**config.mk**
```make
export PLATFORM = sky130hd
export DESIGN_NAME = segmented_address_generator
export DESIGN_NICKNAME = d
export VERILOG_FILES = /design/src/verilog/agen_pkg.sv /design/src/verilog/byte_lane_placer.sv /design/src/verilog/prefetch_queue.sv /design/src/verilog/segmented_address_generator.sv
export SDC_FILE = /design/constraint.sdc
export NUM_CORES = 1
export LEC_CHECK = 0
export BUFFER_PORTS_ARGS = -buffer_cell sky130_fd_sc_hd__buf_2
export CORE_MARGIN = 3
export CORE_UTILIZATION = 33
export CTS_CLUSTER_SIZE = 30
export DETAILED_ROUTE_END_ITERATION = 10
export GPL_TIMING_DRIVEN = 0
export PLACE_DENSITY = 0.6
export SETUP_SLACK_MARGIN = 0.05
export SLEW_MARGIN = 20
export SYNTH_ARGS = -nofsm -noshare
export SYNTH_HDL_FRONTEND = slang
export SYNTH_SLANG_ARGS = --single-unit
```
**constraint.sdc**
```tcl
create_clock -name clock -period 12.5 [get_ports clock]
set_input_delay 1.875 -clock clock [delete_from_list [all_inputs] [get_ports clock]]
set_output_delay 1.875 -clock clock [all_outputs]
set_load 0.01 [all_outputs]
```
**src/verilog/agen_pkg.sv**
```systemverilog
// Purpose: shared types and constants for the segmented address generator
// Assumes: general registers numbered 0..7 in the usual order
// Notes:   segment selectors indexed 0..5
package agen_pkg;

  localparam int unsigned ADDR_W      = 32;
  localparam int unsigned PHYS_W      = 24;
  localparam int unsigned OFS16_W     = 16;
  localparam int unsigned QUEUE_DEPTH = 16;
  localparam int unsigned NUM_GPR     = 8;
  localparam int unsigned NUM_SEG     = 6;

  // general register numbers
  localparam logic [2:0] REG_BX      = 3'h3;
  localparam logic [2:0] REG_STACK   = 3'h4;
  localparam logic [2:0] REG_FRAME   = 3'h5;
  localparam logic [2:0] REG_SI      = 3'h6;
  localparam logic [2:0] REG_DI      = 3'h7;

  // reset value and base+index extra cycle count
  localparam logic [31:0] RST_ADDR   = 32'h0000_0000;
  localparam logic [1:0]  BASE_INDEX_EXTRA_CYCLES = 2'h1;

  typedef enum logic [2:0] {
    SEG_EXTRA, SEG_CODE, SEG_STACK, SEG_DATA, SEG_SECOND, SEG_THIRD
  } seg_e;

  typedef enum logic [1:0] {
    REF_FETCH, REF_STACK, REF_STRING_DEST, REF_DATA
  } ref_e;

  typedef enum logic [1:0] {
    DISP_NONE, DISP_8, DISP_WIDE
  } disp_e;

  typedef enum logic [1:0] {
    SIZE_BYTE, SIZE_WORD, SIZE_DWORD
  } opsize_e;

  // one address request
  typedef struct packed {
    ref_e        kind;
    logic        has_base;
    logic [2:0]  base_sel;
    logic        has_index;
    logic [2:0]  index_sel;
    logic [1:0]  scale_log2;
    disp_e       disp_kind;
    logic [31:0] disp;
    logic [31:0] ip;
    logic        ovr_valid;
    seg_e        ovr_seg;
    logic        addr_len_pfx;
    logic        op_len_pfx;
    opsize_e     op_size;
    logic [1:0]  num_operands;
    logic [31:0] wdata;
  } agen_req_s;

  // one answer
  typedef struct packed {
    logic [23:0] phys_addr;
    logic [31:0] linear_addr;
    logic [31:0] offset;
    seg_e        seg;
    logic        addr16;
    logic        op16;
    logic [3:0]  byte_en;
    logic [31:0] lane_data;
    logic        bad_reg;
  } agen_rsp_s;

endpackage : agen_pkg

```
**src/verilog/byte_lane_placer.sv**
```systemverilog
// Purpose: place a value in adjacent byte locations, low byte first
// Assumes: bytes counted upward from the operand's own address
// Notes:   purely combinational
module byte_lane_placer
(
  // operand
  input  wire logic [31:0]     value,
  input  wire agen_pkg::opsize_e size,
  // placement
  output logic      [3:0]      byte_en,
  output logic      [31:0]     lanes
);

  always_comb
  begin
    lanes = value;                     // lane 0 = least significant
    case (size)
      agen_pkg::SIZE_BYTE:  byte_en = 4'h1;
      agen_pkg::SIZE_WORD:  byte_en = 4'h3;   // two adjacent bytes
      agen_pkg::SIZE_DWORD: byte_en = 4'hF;   // four adjacent bytes
      default:              byte_en = 4'h0;
    endcase
  end

endmodule // byte_lane_placer

```
**src/verilog/prefetch_queue.sv**
```systemverilog
// Purpose: instruction byte queue ahead of decoding
// Assumes: one byte in and one out per cycle at most
// Notes:   full blocks the writer; empty gives no valid byte
module prefetch_queue
#(
  parameter int unsigned DEPTH = agen_pkg::QUEUE_DEPTH
)
(
  // clock and reset
  input  wire logic       clock,
  input  wire logic       reset,
  // fill side
  input  wire logic       in_valid,
  input  wire logic [7:0] in_byte,
  output logic            in_ready,
  // drain side
  output logic            out_valid,
  output logic      [7:0] out_byte,
  input  wire logic       out_ready,
  input  wire logic       flush
);

  localparam int unsigned PW = $clog2(DEPTH);

  typedef struct packed {
    logic [PW-1:0] rd;
    logic [PW-1:0] wr;
    logic [PW:0]   count;
  } q_s;

  q_s         q_ff;
  q_s         nxt_q;
  logic [7:0] mem [DEPTH];
  logic       push;
  logic       pop;

  assign in_ready  = (q_ff.count != (PW+1)'(DEPTH));
  assign out_valid = (q_ff.count != '0);
  assign out_byte  = mem[q_ff.rd];
  assign push      = in_valid && in_ready && !flush;
  assign pop       = out_valid && out_ready && !flush;

  always_comb
  begin
    nxt_q = q_ff;
    if (flush)
    begin
      nxt_q = '0;
    end
    else
    begin
      if (push) nxt_q.wr = q_ff.wr + PW'(1);
      if (pop)  nxt_q.rd = q_ff.rd + PW'(1);
      nxt_q.count = q_ff.count + (PW+1)'(push) - (PW+1)'(pop);
    end
  end

  always_ff @(posedge clock or posedge reset)
  begin
    if (reset) q_ff <= '0;
    else       q_ff <= nxt_q;
  end

  // storage has no reset; count guards reads
  always_ff @(posedge clock)
  begin
    if (push) mem[q_ff.wr] <= in_byte;
  end

endmodule // prefetch_queue

```
**src/verilog/segmented_address_generator.sv**
```systemverilog
// Overview of operation
// - word stored low byte at lower address
// - dword stored four bytes, low byte first
// - operand address is its low byte
// - linear = segment base plus 32/16-bit offset
// - physical address is low 24 bits
// - defaults: fetch code, stack stack, data data
// - string destination always extra segment, no override
// - frame/stack base defaults stack, else data
// - override prefix replaces implied segment of data references only
// - offset = base + scaled index + displacement
// - 32-bit: index not stack pointer, scale 1-8
// - 16-bit: base bx/frame, index si/di, unscaled
// - displacement 8/16 or 8/32 bits by mode
// - base plus index costs one extra clock
// - 32-bit default; length prefixes select 16-bit
// - sixteen byte prefetch queue
// - 8/16/32-bit operands, zero to three each
//
// Purpose: operand address generation with segment selection
// Assumes: segment bases and general registers supplied by the core
// Notes:   answer registered; base+index adds one wait cycle
module segmented_address_generator
#(
  parameter int unsigned QDEPTH = agen_pkg::QUEUE_DEPTH
)
(
  // clock and reset
  input  wire logic                clock,
  input  wire logic                reset,
  // register file view
  input  wire logic [7:0][31:0]    gpr,
  input  wire logic [5:0][31:0]    seg_base,
  // request
  input  wire logic                req_valid,
  input  wire agen_pkg::agen_req_s req,
  output logic                     req_ready,
  // answer
  output logic                     rsp_valid,
  output agen_pkg::agen_rsp_s      rsp,
  // prefetch fill
  input  wire logic                pf_valid,
  input  wire logic [7:0]          pf_byte,
  output logic                     pf_ready,
  // prefetch drain
  output logic                     dq_valid,
  output logic      [7:0]          dq_byte,
  input  wire logic                dq_ready,
  input  wire logic                dq_flush
);

  typedef enum logic [1:0] {ST_IDLE, ST_EXTRA} phase_e;

  typedef struct packed {
    phase_e              phase;
    agen_pkg::agen_rsp_s hold;
    logic                ready;
    logic                valid;
    agen_pkg::agen_rsp_s out;
  } state_s;

  state_s              st_ff;
  state_s              nxt_st;
  agen_pkg::agen_rsp_s calc;
  logic      [3:0]     lane_en;
  logic      [31:0]    lane_val;
  logic      [31:0]    base_val;
  logic      [31:0]    index_val;
  logic      [31:0]    disp_val;
  logic      [31:0]    ofs32;
  logic      [15:0]    ofs16;
  logic      [31:0]    offset;
  logic                addr16;
  logic                base_ok;
  logic                index_ok;
  logic                disp_ok;
  agen_pkg::seg_e      seg_sel;

  byte_lane_placer u_lanes
  (
    .value   (req.wdata),
    .size    (req.op_size),
    .byte_en (lane_en),
    .lanes   (lane_val)
  );

  prefetch_queue #(.DEPTH(QDEPTH)) u_queue
  (
    .clock     (clock),
    .reset     (reset),
    .in_valid  (pf_valid),
    .in_byte   (pf_byte),
    .in_ready  (pf_ready),
    .out_valid (dq_valid),
    .out_byte  (dq_byte),
    .out_ready (dq_ready),
    .flush     (dq_flush)
  );

  assign addr16 = req.addr_len_pfx;

  // offset terms
  always_comb
  begin
    base_val  = req.has_base  ? gpr[req.base_sel]  : '0;
    index_val = req.has_index ? gpr[req.index_sel] : '0;
    case (req.disp_kind)
      agen_pkg::DISP_NONE: disp_val = '0;
      agen_pkg::DISP_8:    disp_val = {{24{req.disp[7]}}, req.disp[7:0]};
      agen_pkg::DISP_WIDE: disp_val = addr16 ?
                             {{16{req.disp[15]}}, req.disp[15:0]} : req.disp;
      default:             disp_val = '0;
    endcase
    // stack pointer as index is flagged bad; 16-bit mode limits both terms
    if (addr16)
    begin
      base_ok  = !req.has_base ||
                 req.base_sel == agen_pkg::REG_BX ||
                 req.base_sel == agen_pkg::REG_FRAME;
      index_ok = !req.has_index ||
                 req.index_sel == agen_pkg::REG_SI ||
                 req.index_sel == agen_pkg::REG_DI;
    end
    else
    begin
      base_ok  = 1'b1;
      index_ok = !req.has_index ||
                 req.index_sel != agen_pkg::REG_STACK;
    end
    disp_ok = req.disp_kind != 2'h3;
    // 32-bit scales by shift; 16-bit has none
    ofs32 = base_val + disp_val +
            (addr16 ? index_val : (index_val << req.scale_log2));
    ofs16 = ofs32[15:0];
    // fetches take the instruction pointer, never the operand terms
    if (req.kind == agen_pkg::REF_FETCH)
      offset = req.ip;
    else
      offset = addr16 ? {16'h0000, ofs16} : ofs32;
  end

  // segment choice
  always_comb
  begin
    case (req.kind)
      agen_pkg::REF_FETCH:       seg_sel = agen_pkg::SEG_CODE;
      agen_pkg::REF_STACK:       seg_sel = agen_pkg::SEG_STACK;
      agen_pkg::REF_STRING_DEST: seg_sel = agen_pkg::SEG_EXTRA;
      default:
      begin
        if (req.has_base && (req.base_sel == agen_pkg::REG_FRAME ||
            (!addr16 && req.base_sel == agen_pkg::REG_STACK)))
          seg_sel = agen_pkg::SEG_STACK;
        else
          seg_sel = agen_pkg::SEG_DATA;
        if (req.ovr_valid)
          seg_sel = req.ovr_seg;
      end
    endcase
  end

  // answer assembly
  always_comb
  begin
    calc             = '0;
    calc.offset      = offset;       // low-byte address of operand
    calc.seg         = seg_sel;
    calc.linear_addr = seg_base[seg_sel] + offset;
    calc.phys_addr   = calc.linear_addr[23:0];
    calc.addr16      = addr16;
    calc.op16        = req.op_len_pfx;
    calc.byte_en     = lane_en;
    calc.lane_data   = lane_val;
    calc.bad_reg     = !(base_ok && index_ok && disp_ok);
    if (req.op_len_pfx && req.op_size == agen_pkg::SIZE_DWORD)
      calc.byte_en   = 4'h3;
  end

  // phase control
  always_comb
  begin
    nxt_st       = st_ff;
    nxt_st.valid = 1'b0;
    case (st_ff.phase)
      ST_IDLE:
      begin
        if (req_valid && st_ff.ready)
        begin
          if (req.has_base && req.has_index)
          begin
            nxt_st.hold  = calc;
            nxt_st.phase = ST_EXTRA;
            nxt_st.ready = 1'b0;
          end
          else
          begin
            nxt_st.out   = calc;
            nxt_st.valid = 1'b1;
          end
        end
      end
      ST_EXTRA:
      begin
        nxt_st.out   = st_ff.hold;
        nxt_st.valid = 1'b1;
        nxt_st.ready = 1'b1;
        nxt_st.phase = ST_IDLE;
      end
      default:
      begin
        nxt_st.phase = ST_IDLE;
        nxt_st.ready = 1'b1;
      end
    endcase
  end

  always_ff @(posedge clock or posedge reset)
  begin
    if (reset)
    begin
      st_ff       <= '0;
      st_ff.phase <= ST_IDLE;
      st_ff.ready <= 1'b1;
    end
    else
    begin
      st_ff <= nxt_st;
    end
  end

  assign req_ready = st_ff.ready;
  assign rsp_valid = st_ff.valid;
  assign rsp       = st_ff.out;

endmodule // segmented_address_generator

```
==> results of run 1 <==
[sequential cells by signal (all words and copies together), names as in the netlist]
name and count:
st_ff 106, req_ready 1, u_queue.mem 128, rsp 105
u_queue.q_ff 13, rsp_valid 1
[logic make-up (layout without fill, tap and decap cells)]
family | after synthesis | count (layout) | share of synthesized area (%)
DFF | 354 | 354 | 35.4
AOI/OAI and AO/OA | 537 | 537 | 11.9
buffers and inverters | 409 | 1190 | 7.62
and+or+nand+nor | 1014 | 1014 | 16.2
muxes | 343 | 343 | 20.8
other | 0 | 26 | 0
adders and majority gates | 110 | 110 | 6.05
xor gates and xnor gates | 61 | 61 | 2.04
[report_power, final]
group	internal (mW)	switching, mW	total [mW]
sequential	1.55	0.218	1.76
clock	0.657	0.457	1.11
combinational	1.17	1.48	2.64
[stage by stage]
stage	util (%)	cells	setup WS (ns)	power (mW)	hold WS (ns)
floorplan	-	2828	3.09	3.44	0.446
global placement	39.5	4605	0.956	4.39	0.458
detailed placement	39.6	4607	0.927	4.42	0.462
CTS	41.1	4669	1.49	5.54	0.476
global route	41.1	4688	0.972	5.87	0.489
finish	41.1	4695	1.40	5.52	0.467
[area by class of cell]
| cell class | count | area (sq um) |
|---|---|---|
| diodes | 26 | 65.1 |
| plain buffers | 322 | 1720 |
| inverters | 87 | 334 |
| flip-flops and latches | 354 | 9500 |
| fillers | 8220 | 47400 |
| clock inverters | 13 | 179 |
| multi-input cells | 2065 | 15300 |
| well taps | 1060 | 1330 |
| repair buffers | 719 | 3640 |
| clock buffers | 49 | 1020 |
[cell usage in the layout, fill, tap and decap left out, types with 12 or more instances in the layout]
| master | netlist | final |
|---|---|---|
| o21ai_0 | 238 | 238 |
| mux4_2 | 168 | 168 |
| a211oi_1 | 13 | 13 |
| nand2_1 | 584 | 584 |
| xnor2_1 | 36 | 36 |
| and2_1 | 13 | 13 |
| fa_1 | 34 | 34 |
| mux2i_1 | 130 | 130 |
| ha_1 | 73 | 73 |
| xor2_1 | 24 | 24 |
| nor2b_1 | 35 | 35 |
| a21oi_1 | 127 | 127 |
| clkbuf_16 | 0 | 38 |
| inv_1 | 85 | 84 |
| mux2_2 | 40 | 40 |
| nand4_1 | 12 | 12 |
| nand2b_1 | 16 | 16 |
| diode_2 | 0 | 26 |
| clkbuf_1 | 150 | 158 |
| a21o_1 | 40 | 40 |
| buf_4 | 130 | 130 |
| buf_2 | 7 | 724 |
| edfxtp_1 | 128 | 128 |
| dfrtp_1 | 225 | 225 |
| o21ai_1 | 15 | 15 |
| nor2_1 | 155 | 155 |
| buf_1 | 33 | 32 |
| nand3_1 | 131 | 131 |
[per-layer routing]
layer  vias up  routed length, um  track usage [%]
li1      11500                  -                -
met1     12400              45200             32.2
met2      1156              60300             49.0
met3       237               7370             3.17
met4         4               6110             12.3
met5         -                 17                0
[worst max path at each step]
| stage | cells past startpoint | start | endpoint |
|---|---|---|---|
| finish | 37 | req[111] | rsp[102]$_DFFE_PP0P_ |
| global route | 37 | req[110] | rsp[102]$_DFFE_PP0P_ |
| CTS | 37 | req[110] | rsp[102]$_DFFE_PP0P_ |
| detailed placement | 37 | req[110] | rsp[102]$_DFFE_PP0P_ |
| global placement | 37 | req[110] | rsp[102]$_DFFE_PP0P_ |
| floorplan | 36 | req[110] | rsp[102]$_DFFE_PP0P_ |
[worst max-delay path: cells and delay by family]
kind	cells	cell delay, ns
muxes	2	0.80
and+or+nand+nor	11	2.36
AOI/OAI and AO/OA	12	2.66
buffers and inverters	6	2.07
adders and majority gates	5	1.54
xor gates and xnor gates	1	0.27
==> metrics.md, run 1 <==
| Metric | Value |
|---|---|
| Clock Latency Late Sink | 0.54 ns |
| Worst VDD drop | 0.0000940 V |
| Worst path most repeated cell | a21oi_1 |
| Ys Warns | 0 |
| Initial Util | 33.4% |
| Slew @ Worst Pin | 1.19 ns |
| Max Clk Rate | 90.1 MHz |
| Final period demand of the worst path | 11.10 ns |
| Leakage Power | 15.0 nW |
| R2R cell count | 13 |
| Die height | 291 um |
| I/O pin total | 724 |
| Post-CTS Hold Buffers | 0 |
| Nets | 4,274 |
| Final Slew Violations | 0 |
| Net count after synthesis | 3,517 |
| Maximum capacitance violations | 0 |
| Core footprint | 0.0805 sq mm |
| Crit-path max cell delay | 0.72 ns |
| Remaining DRCs | 0 |
| Setup TNS | 0 ns |
| Synth top area share | 21.0% |
| R2r startpoint | u_queue.q_ff[3]$_DFF_PP0_ |
| Clock Path Buffers | 3 |
| Synth top area cells | dfrtp_1 21%, edfxtp_1 14%, mux4_2 14% |
| Clk root buf | clkbuf_16 |
| Crit Path Class | input pin to register |
| Resized Gates After CTS | 0 |
| Hold path depth | 2 |
| Vias per inst | 5.39 |
| R2R Setup Slk | 9.16 ns |
| Crit. End Element | register |
| Fraction of registers with async set/reset | 63.8% |
| Post-DP Area | 0.0319 sq mm |
| Cells after Synth | 2,828 |
| Final period utilization | 88.8% |
| Port Buffer Count | 717 |
| Crit Reg-Reg Endpoint | u_queue.q_ff[4]$_DFF_PP0_ |
| First-pass GRT wire length | 171 mm |
| Synthesized area per cell | 9.50 sq um |
| GRT Overall Usage | 27.1% |
| Pre-Repair DR Iteration Count | 6 |
| Main synth FF type | dfrtp_1 |
| Critical-path top delay cell | clkbuf_1 |
| Post-synthesis register bit count | 354 |
| CP arrival | 11.57 ns |
| Die ar. | 0.0849 sq mm |
| Setup Viol. Count Final | 0 |
| RSZ-0062 raised after global routing | false |
| Final instance area | 0.0331 sq mm |
| Die width | 291 um |
| Drt wl/cell | 25.4 um |
| Final hold violations | 0 |
| Area leader, netlist | dfrtp_1 |
| Layout cells sized above 1 | 31.8% |
| Initial antenna violation count | 48 |
| Seq/Total Area, Yosys | 35.4% |
| Initial drt markers | 1,882 |
| TritonCTS clock tree | built |
| Final GP Congestion | 0.971 |
| Most frequent cell after synthesis | nand2_1 |
| Worst hold path type | register to register |
| CP required | 12.97 ns |
| Synthesized area | 0.0269 sq mm |
| Crit start category | input pin |
| PwrDens | 167 mW/mm^2 |
| CTS buffer count | 36 |
| Vias in the first global route | 25,400 |
| Post-synth top cells | 584 x nand2_1, 238 x o21ai_0, 225 x dfrtp_1, 168 x mux4_2, 155 x nor2_1 |
| Largest net degree at the start of global routing | 79 |
| Post-CTS Setup Bufs | 0 |
| EDFF count, synth | 128 |
| Clk slew on worst S/H paths | 0.06 ns |
| Status | finished clean |
| Total grt overflow | 0 |
| P&R area growth vs syn | 23.3% |
| Fin Clk Skew | 0.0208 ns |
| Antenna Nets Post-Route | 0 |
| Hold Path Sink | rsp[59]$_DFFE_PP0P_ |
| Cell variety after synth | 89 |
| H-tree lvl count | 2 |
| Core Rows | 104 |
| HP Start | st_ff[191]$_DFFE_PP0P_ |
| CTS sink cnt | 354 |
| Total wire length | 119 mm |
| Worst-path fanout max | 10 |
| Rel. slew slack | 19.8% |
| Vias | 25,300 |
| Post-detail-place hpwl | 100 mm |
Note: power is estimated with default switching activity, not from simulation.
==> run 2, diff against run 1 <==
--- a/config.mk
+++ b/config.mk
@@ -16,4 +16,5 @@
 export SLEW_MARGIN = 20
 export SYNTH_ARGS = -nofsm -noshare
 export SYNTH_HDL_FRONTEND = slang
+export SYNTH_HIERARCHICAL = 1
 export SYNTH_SLANG_ARGS = --single-unit
==> metrics.md, run 2 <==
| Metric | Value |
|---|---|
| Most frequent cell after synthesis | nand2_1 (unchanged) |
| Largest delay share family, worst path | compound AO/OA/AOI/OAI gates (unchanged) |
| Die height | 294 um (was 291 um) |
| Ys Warns | 6 (was 0) |
| Status | finished clean (unchanged) |
| First-pass GRT wire length | 169 mm (was 171 mm) |
| Drt wl/cell | 24.8 um (was 25.4 um) |
| CP arrival | 11.49 ns (was 11.57 ns) |
| TritonCTS clock tree | built (unchanged) |
| EDFF count, synth | 128 (unchanged) |
| Total grt overflow | 0 (unchanged) |
| Crit Path Class | input pin to register (unchanged) |
| Initial antenna violation count | 58 (was 48) |
| Total wire length | 119 mm (about the same) |
| Synthesized area | 0.0274 sq mm (was 0.0269 sq mm) |
| Main synth FF type | dfrtp_1 (unchanged) |
| Cell variety after synth | 94 (was 89) |
| H-tree lvl count | 2 (unchanged) |
| Setup Viol. Count Final | 0 (unchanged) |
| Clock Latency Late Sink | 0.54 ns (about the same) |
| Crit. End Element | register (unchanged) |
| Antenna Nets Post-Route | 0 (unchanged) |
| Post-synth top cells | 711 x nand2_1, 261 x o21ai_0, 227 x dfrtp_1, 168 x buf_4, 163 x nor2_1 (was 584 x nand2_1, 238 x o21ai_0, 225 x dfrtp_1, 168 x mux4_2, 155 x nor2_1) |
| Layout cells sized above 1 | 31.1% (was 31.8%) |
| Final period utilization | 88.2% (was 88.8%) |
| Nets | 4,379 (was 4,274) |
| Area leader, netlist | dfrtp_1 (unchanged) |
| Final GP Congestion | 0.995 (was 0.971) |
| Internal power | 3.38 mW (was 3.37 mW) |
| Crit-path max cell delay | 0.83 ns (was 0.72 ns) |
| GRT Overall Usage | 26.7% (was 27.1%) |
| R2R Setup Slk | 9.38 ns (was 9.16 ns) |
| Fraction of registers with async set/reset | 64.0% (was 63.8%) |
| Final hold violations | 0 (unchanged) |
| Max reg flops | 128 (unchanged) |
| Total power | 5.55 mW (was 5.52 mW) |
| Buf/Inv on CP | 4 (was 6) |
| Worst VDD drop | 0.000103 V (was 0.0000940 V) |
| Max Clk Rate | 90.7 MHz (was 90.1 MHz) |
| Clock Path Buffers | 3 (unchanged) |
| Switching Share | 39.0% (about the same) |
| Most frequent cells in the layout | 711 x nand2_1, 699 x buf_2, 260 x o21ai_0, 227 x dfrtp_1, 168 x buf_4 (was 724 x buf_2, 584 x nand2_1, 238 x o21ai_0, 225 x dfrtp_1, 168 x mux4_2) |
| Crit start category | input pin (unchanged) |
| Clk root buf | clkbuf_16 (unchanged) |
| Vias | 25,800 (was 25,300) |
| Die ar. | 0.0865 sq mm (was 0.0849 sq mm) |
| Remaining DRCs | 0 (unchanged) |
| Resized Gates After CTS | 0 (unchanged) |
| RSZ-0062 raised after global routing | false (unchanged) |
| Clk pwr share | 20.3% (was 20.2%) |
| Reg power frac | 32.2% (was 31.9%) |
| Worst hold path type | register to register (unchanged) |
| Worst-path fanout max | 10 (unchanged) |
| Rel. slew slack | 22.8% (was 19.8%) |
| Post-CTS Setup Bufs | 0 (unchanged) |
| Worst path most repeated cell | o21ai_0 (was a21oi_1) |
| Post-CTS Hold Buffers | 0 (unchanged) |
| Gate power share | 47.5% (was 47.9%) |
| Clk slew on worst S/H paths | 0.06 ns (about the same) |
| Fin Hold WS | 0.475 ns (was 0.467 ns) |
| P&R area growth vs syn | 22.6% (was 23.3%) |
| Slew @ Worst Pin | 1.15 ns (was 1.19 ns) |
| CP required | 12.96 ns (was 12.97 ns) |
| Post-synthesis register bit count | 356 (was 354) |
| Critical-path top delay cell | buf_1 (was clkbuf_1) |
| Pre-Repair DR Iteration Count | 6 (unchanged) |
| CTS buffer count | 37 (was 36) |
| Net load switching power | 2.16 mW (was 2.15 mW) |
| Final period demand of the worst path | 11.03 ns (was 11.10 ns) |
| Die width | 294 um (was 291 um) |
| Synth top area cells | dfrtp_1 21%, edfxtp_1 14%, mux4_2 12% (was dfrtp_1 21%, edfxtp_1 14%, mux4_2 14%) |
| Setup TNS | 0 ns (unchanged) |
| PwrDens | 165 mW/mm^2 (was 167 mW/mm^2) |
| CTS sink cnt | 356 (was 354) |
| Initial drt markers | 1,834 (was 1,882) |
| Initial Util | 33.4% (about the same) |
| Layout filler cell count | 8,313 (was 8,220) |
| Most common cell after layout, fill and taps aside | nand2_1 (was buf_2) |
| Synth top area share | 20.7% (was 21.0%) |
| Post-detail-place hpwl | 100 mm (about the same) |
| Synthesized area per cell | 9.24 sq um (was 9.50 sq um) |
| Most flop-heavy register | u_queue/mem (was u_queue.mem) |
| Vias per inst | 5.35 (was 5.39) |
| Net count after synthesis | 3,651 (was 3,517) |
| Core footprint | 0.0821 sq mm (was 0.0805 sq mm) |
| Final Slew Violations | 0 (unchanged) |
| Maximum capacitance violations | 0 (unchanged) |
| Port Buffer Count | 687 (was 717) |
| Seq/Total Area, Yosys | 34.9% (was 35.4%) |
| Cells after Synth | 2,963 (was 2,828) |
| Fin Clk Skew | 0.0209 ns (was 0.0208 ns) |
| Leakage Power | 15.3 nW (was 15.0 nW) |
| I/O pin total | 724 (unchanged) |
| Vias in the first global route | 25,300 (was 25,400) |
| Largest net degree at the start of global routing | 99 (was 79) |
| Core Rows | 105 (was 104) |
==> run 2: cell types whose count changed after synthesis, moves of 17 or more <==
cell	before	now
nand2_1	584	711
buf_4	130	168
o21ai_0	238	261
a21oi_1	127	107
a22oi_1	5	25
mux4_2	168	150
clkbuf_1	150	133
==> run 2: layer usage <==
| metal | global-route usage, % | wire length, um | vias up |
|---|---|---|---|
| li1 | - | - | 11800 |
| met2 | 46.6 | 59400 | 1249 |
| met5 | 0 | 9 | - |
| met1 | 32.0 | 45300 | 12600 |
| met3 | 3.17 | 7900 | 235 |
| met4 | 14.9 | 6910 | 2 |
==> run 2: path summary, 6_finish.rpt <==
path	from	to	cells past startpoint
max in group asynchronous	reset	st_ff[251]$_DFFE_PP0P_	3
min in group asynchronous	reset	st_ff[196]$_DFFE_PP0P_	2
max reg2reg	u_queue/q_ff[2]$_DFF_PP0_	u_queue/q_ff[4]$_DFF_PP0_	14
min	st_ff[133]$_DFFE_PP0P_	st_ff[133]$_DFFE_PP0P_	2
min reg2reg	st_ff[133]$_DFFE_PP0P_	st_ff[133]$_DFFE_PP0P_	2
max	req[110]	rsp[105]$_DFFE_PP0P_	35
==> run 2: final cells by class <==
cell class | instances | area (sq um) | area share (%)
Inverter | 90 | 345 | 1.03
Sequential cell | 356 | 9550 | 28.5
Multi-Input combinational cell | 2156 | 15500 | 46.1
Clock inverter | 18 | 191 | 0.570
Antenna cell | 36 | 90.1 | 0.268
Clock buffer | 48 | 1030 | 3.06
Buffer | 361 | 2050 | 6.11
Tap cell | 1070 | 1340 | 3.99
Timing Repair Buffer | 689 | 3490 | 10.4
==> run 2: worst reg2reg max path, cell delays in order (launching register included) <==
cell and delay, ns:
dfrtp_1 0.38, inv_1 0.09, ha_1 0.18, or4b_1 0.43, clkbuf_1 0.16, nand2_1 0.14
nor2_1 0.06, ha_1 0.29, inv_1 0.04, ha_1 0.20, fa_1 0.40, a21oi_1 0.15
nor2_1 0.07, or3_1 0.34, a21oi_1 0.14
==> run 2: power by group through the flow <==
stage / registers, mW / logic, mW / clock network, mW
6_report: 1.79 / 2.63 / 1.13
3_3_place_gp: 1.79 / 2.58 / 0
2_1_floorplan: 1.72 / 1.77 / 0
3_5_place_dp: 1.80 / 2.62 / 0
5_1_grt: 1.83 / 2.87 / 1.19
4_1_cts: 1.78 / 2.63 / 1.15
==> run 2: per-stage QoR <==
step	cells	setup WS, ns	utilization [%]	instance area, sq um
global placement	4720	1.08	39.2	32200
CTS	4788	1.59	40.8	33500
finish	4824	1.47	40.9	33600
detailed placement	4722	1.04	39.3	32200
global route	4816	0.878	40.9	33500
floorplan	2963	3.21	-	27400
==> run 2: logic make-up after synthesis <==
logic type	share of synthesized area (%)
simple gates	17.4
compound gates	11.9
buf+inv	8.71
flops	34.9
mux	19.1
fa+ha+maj	5.90
xor+xnor	2.01
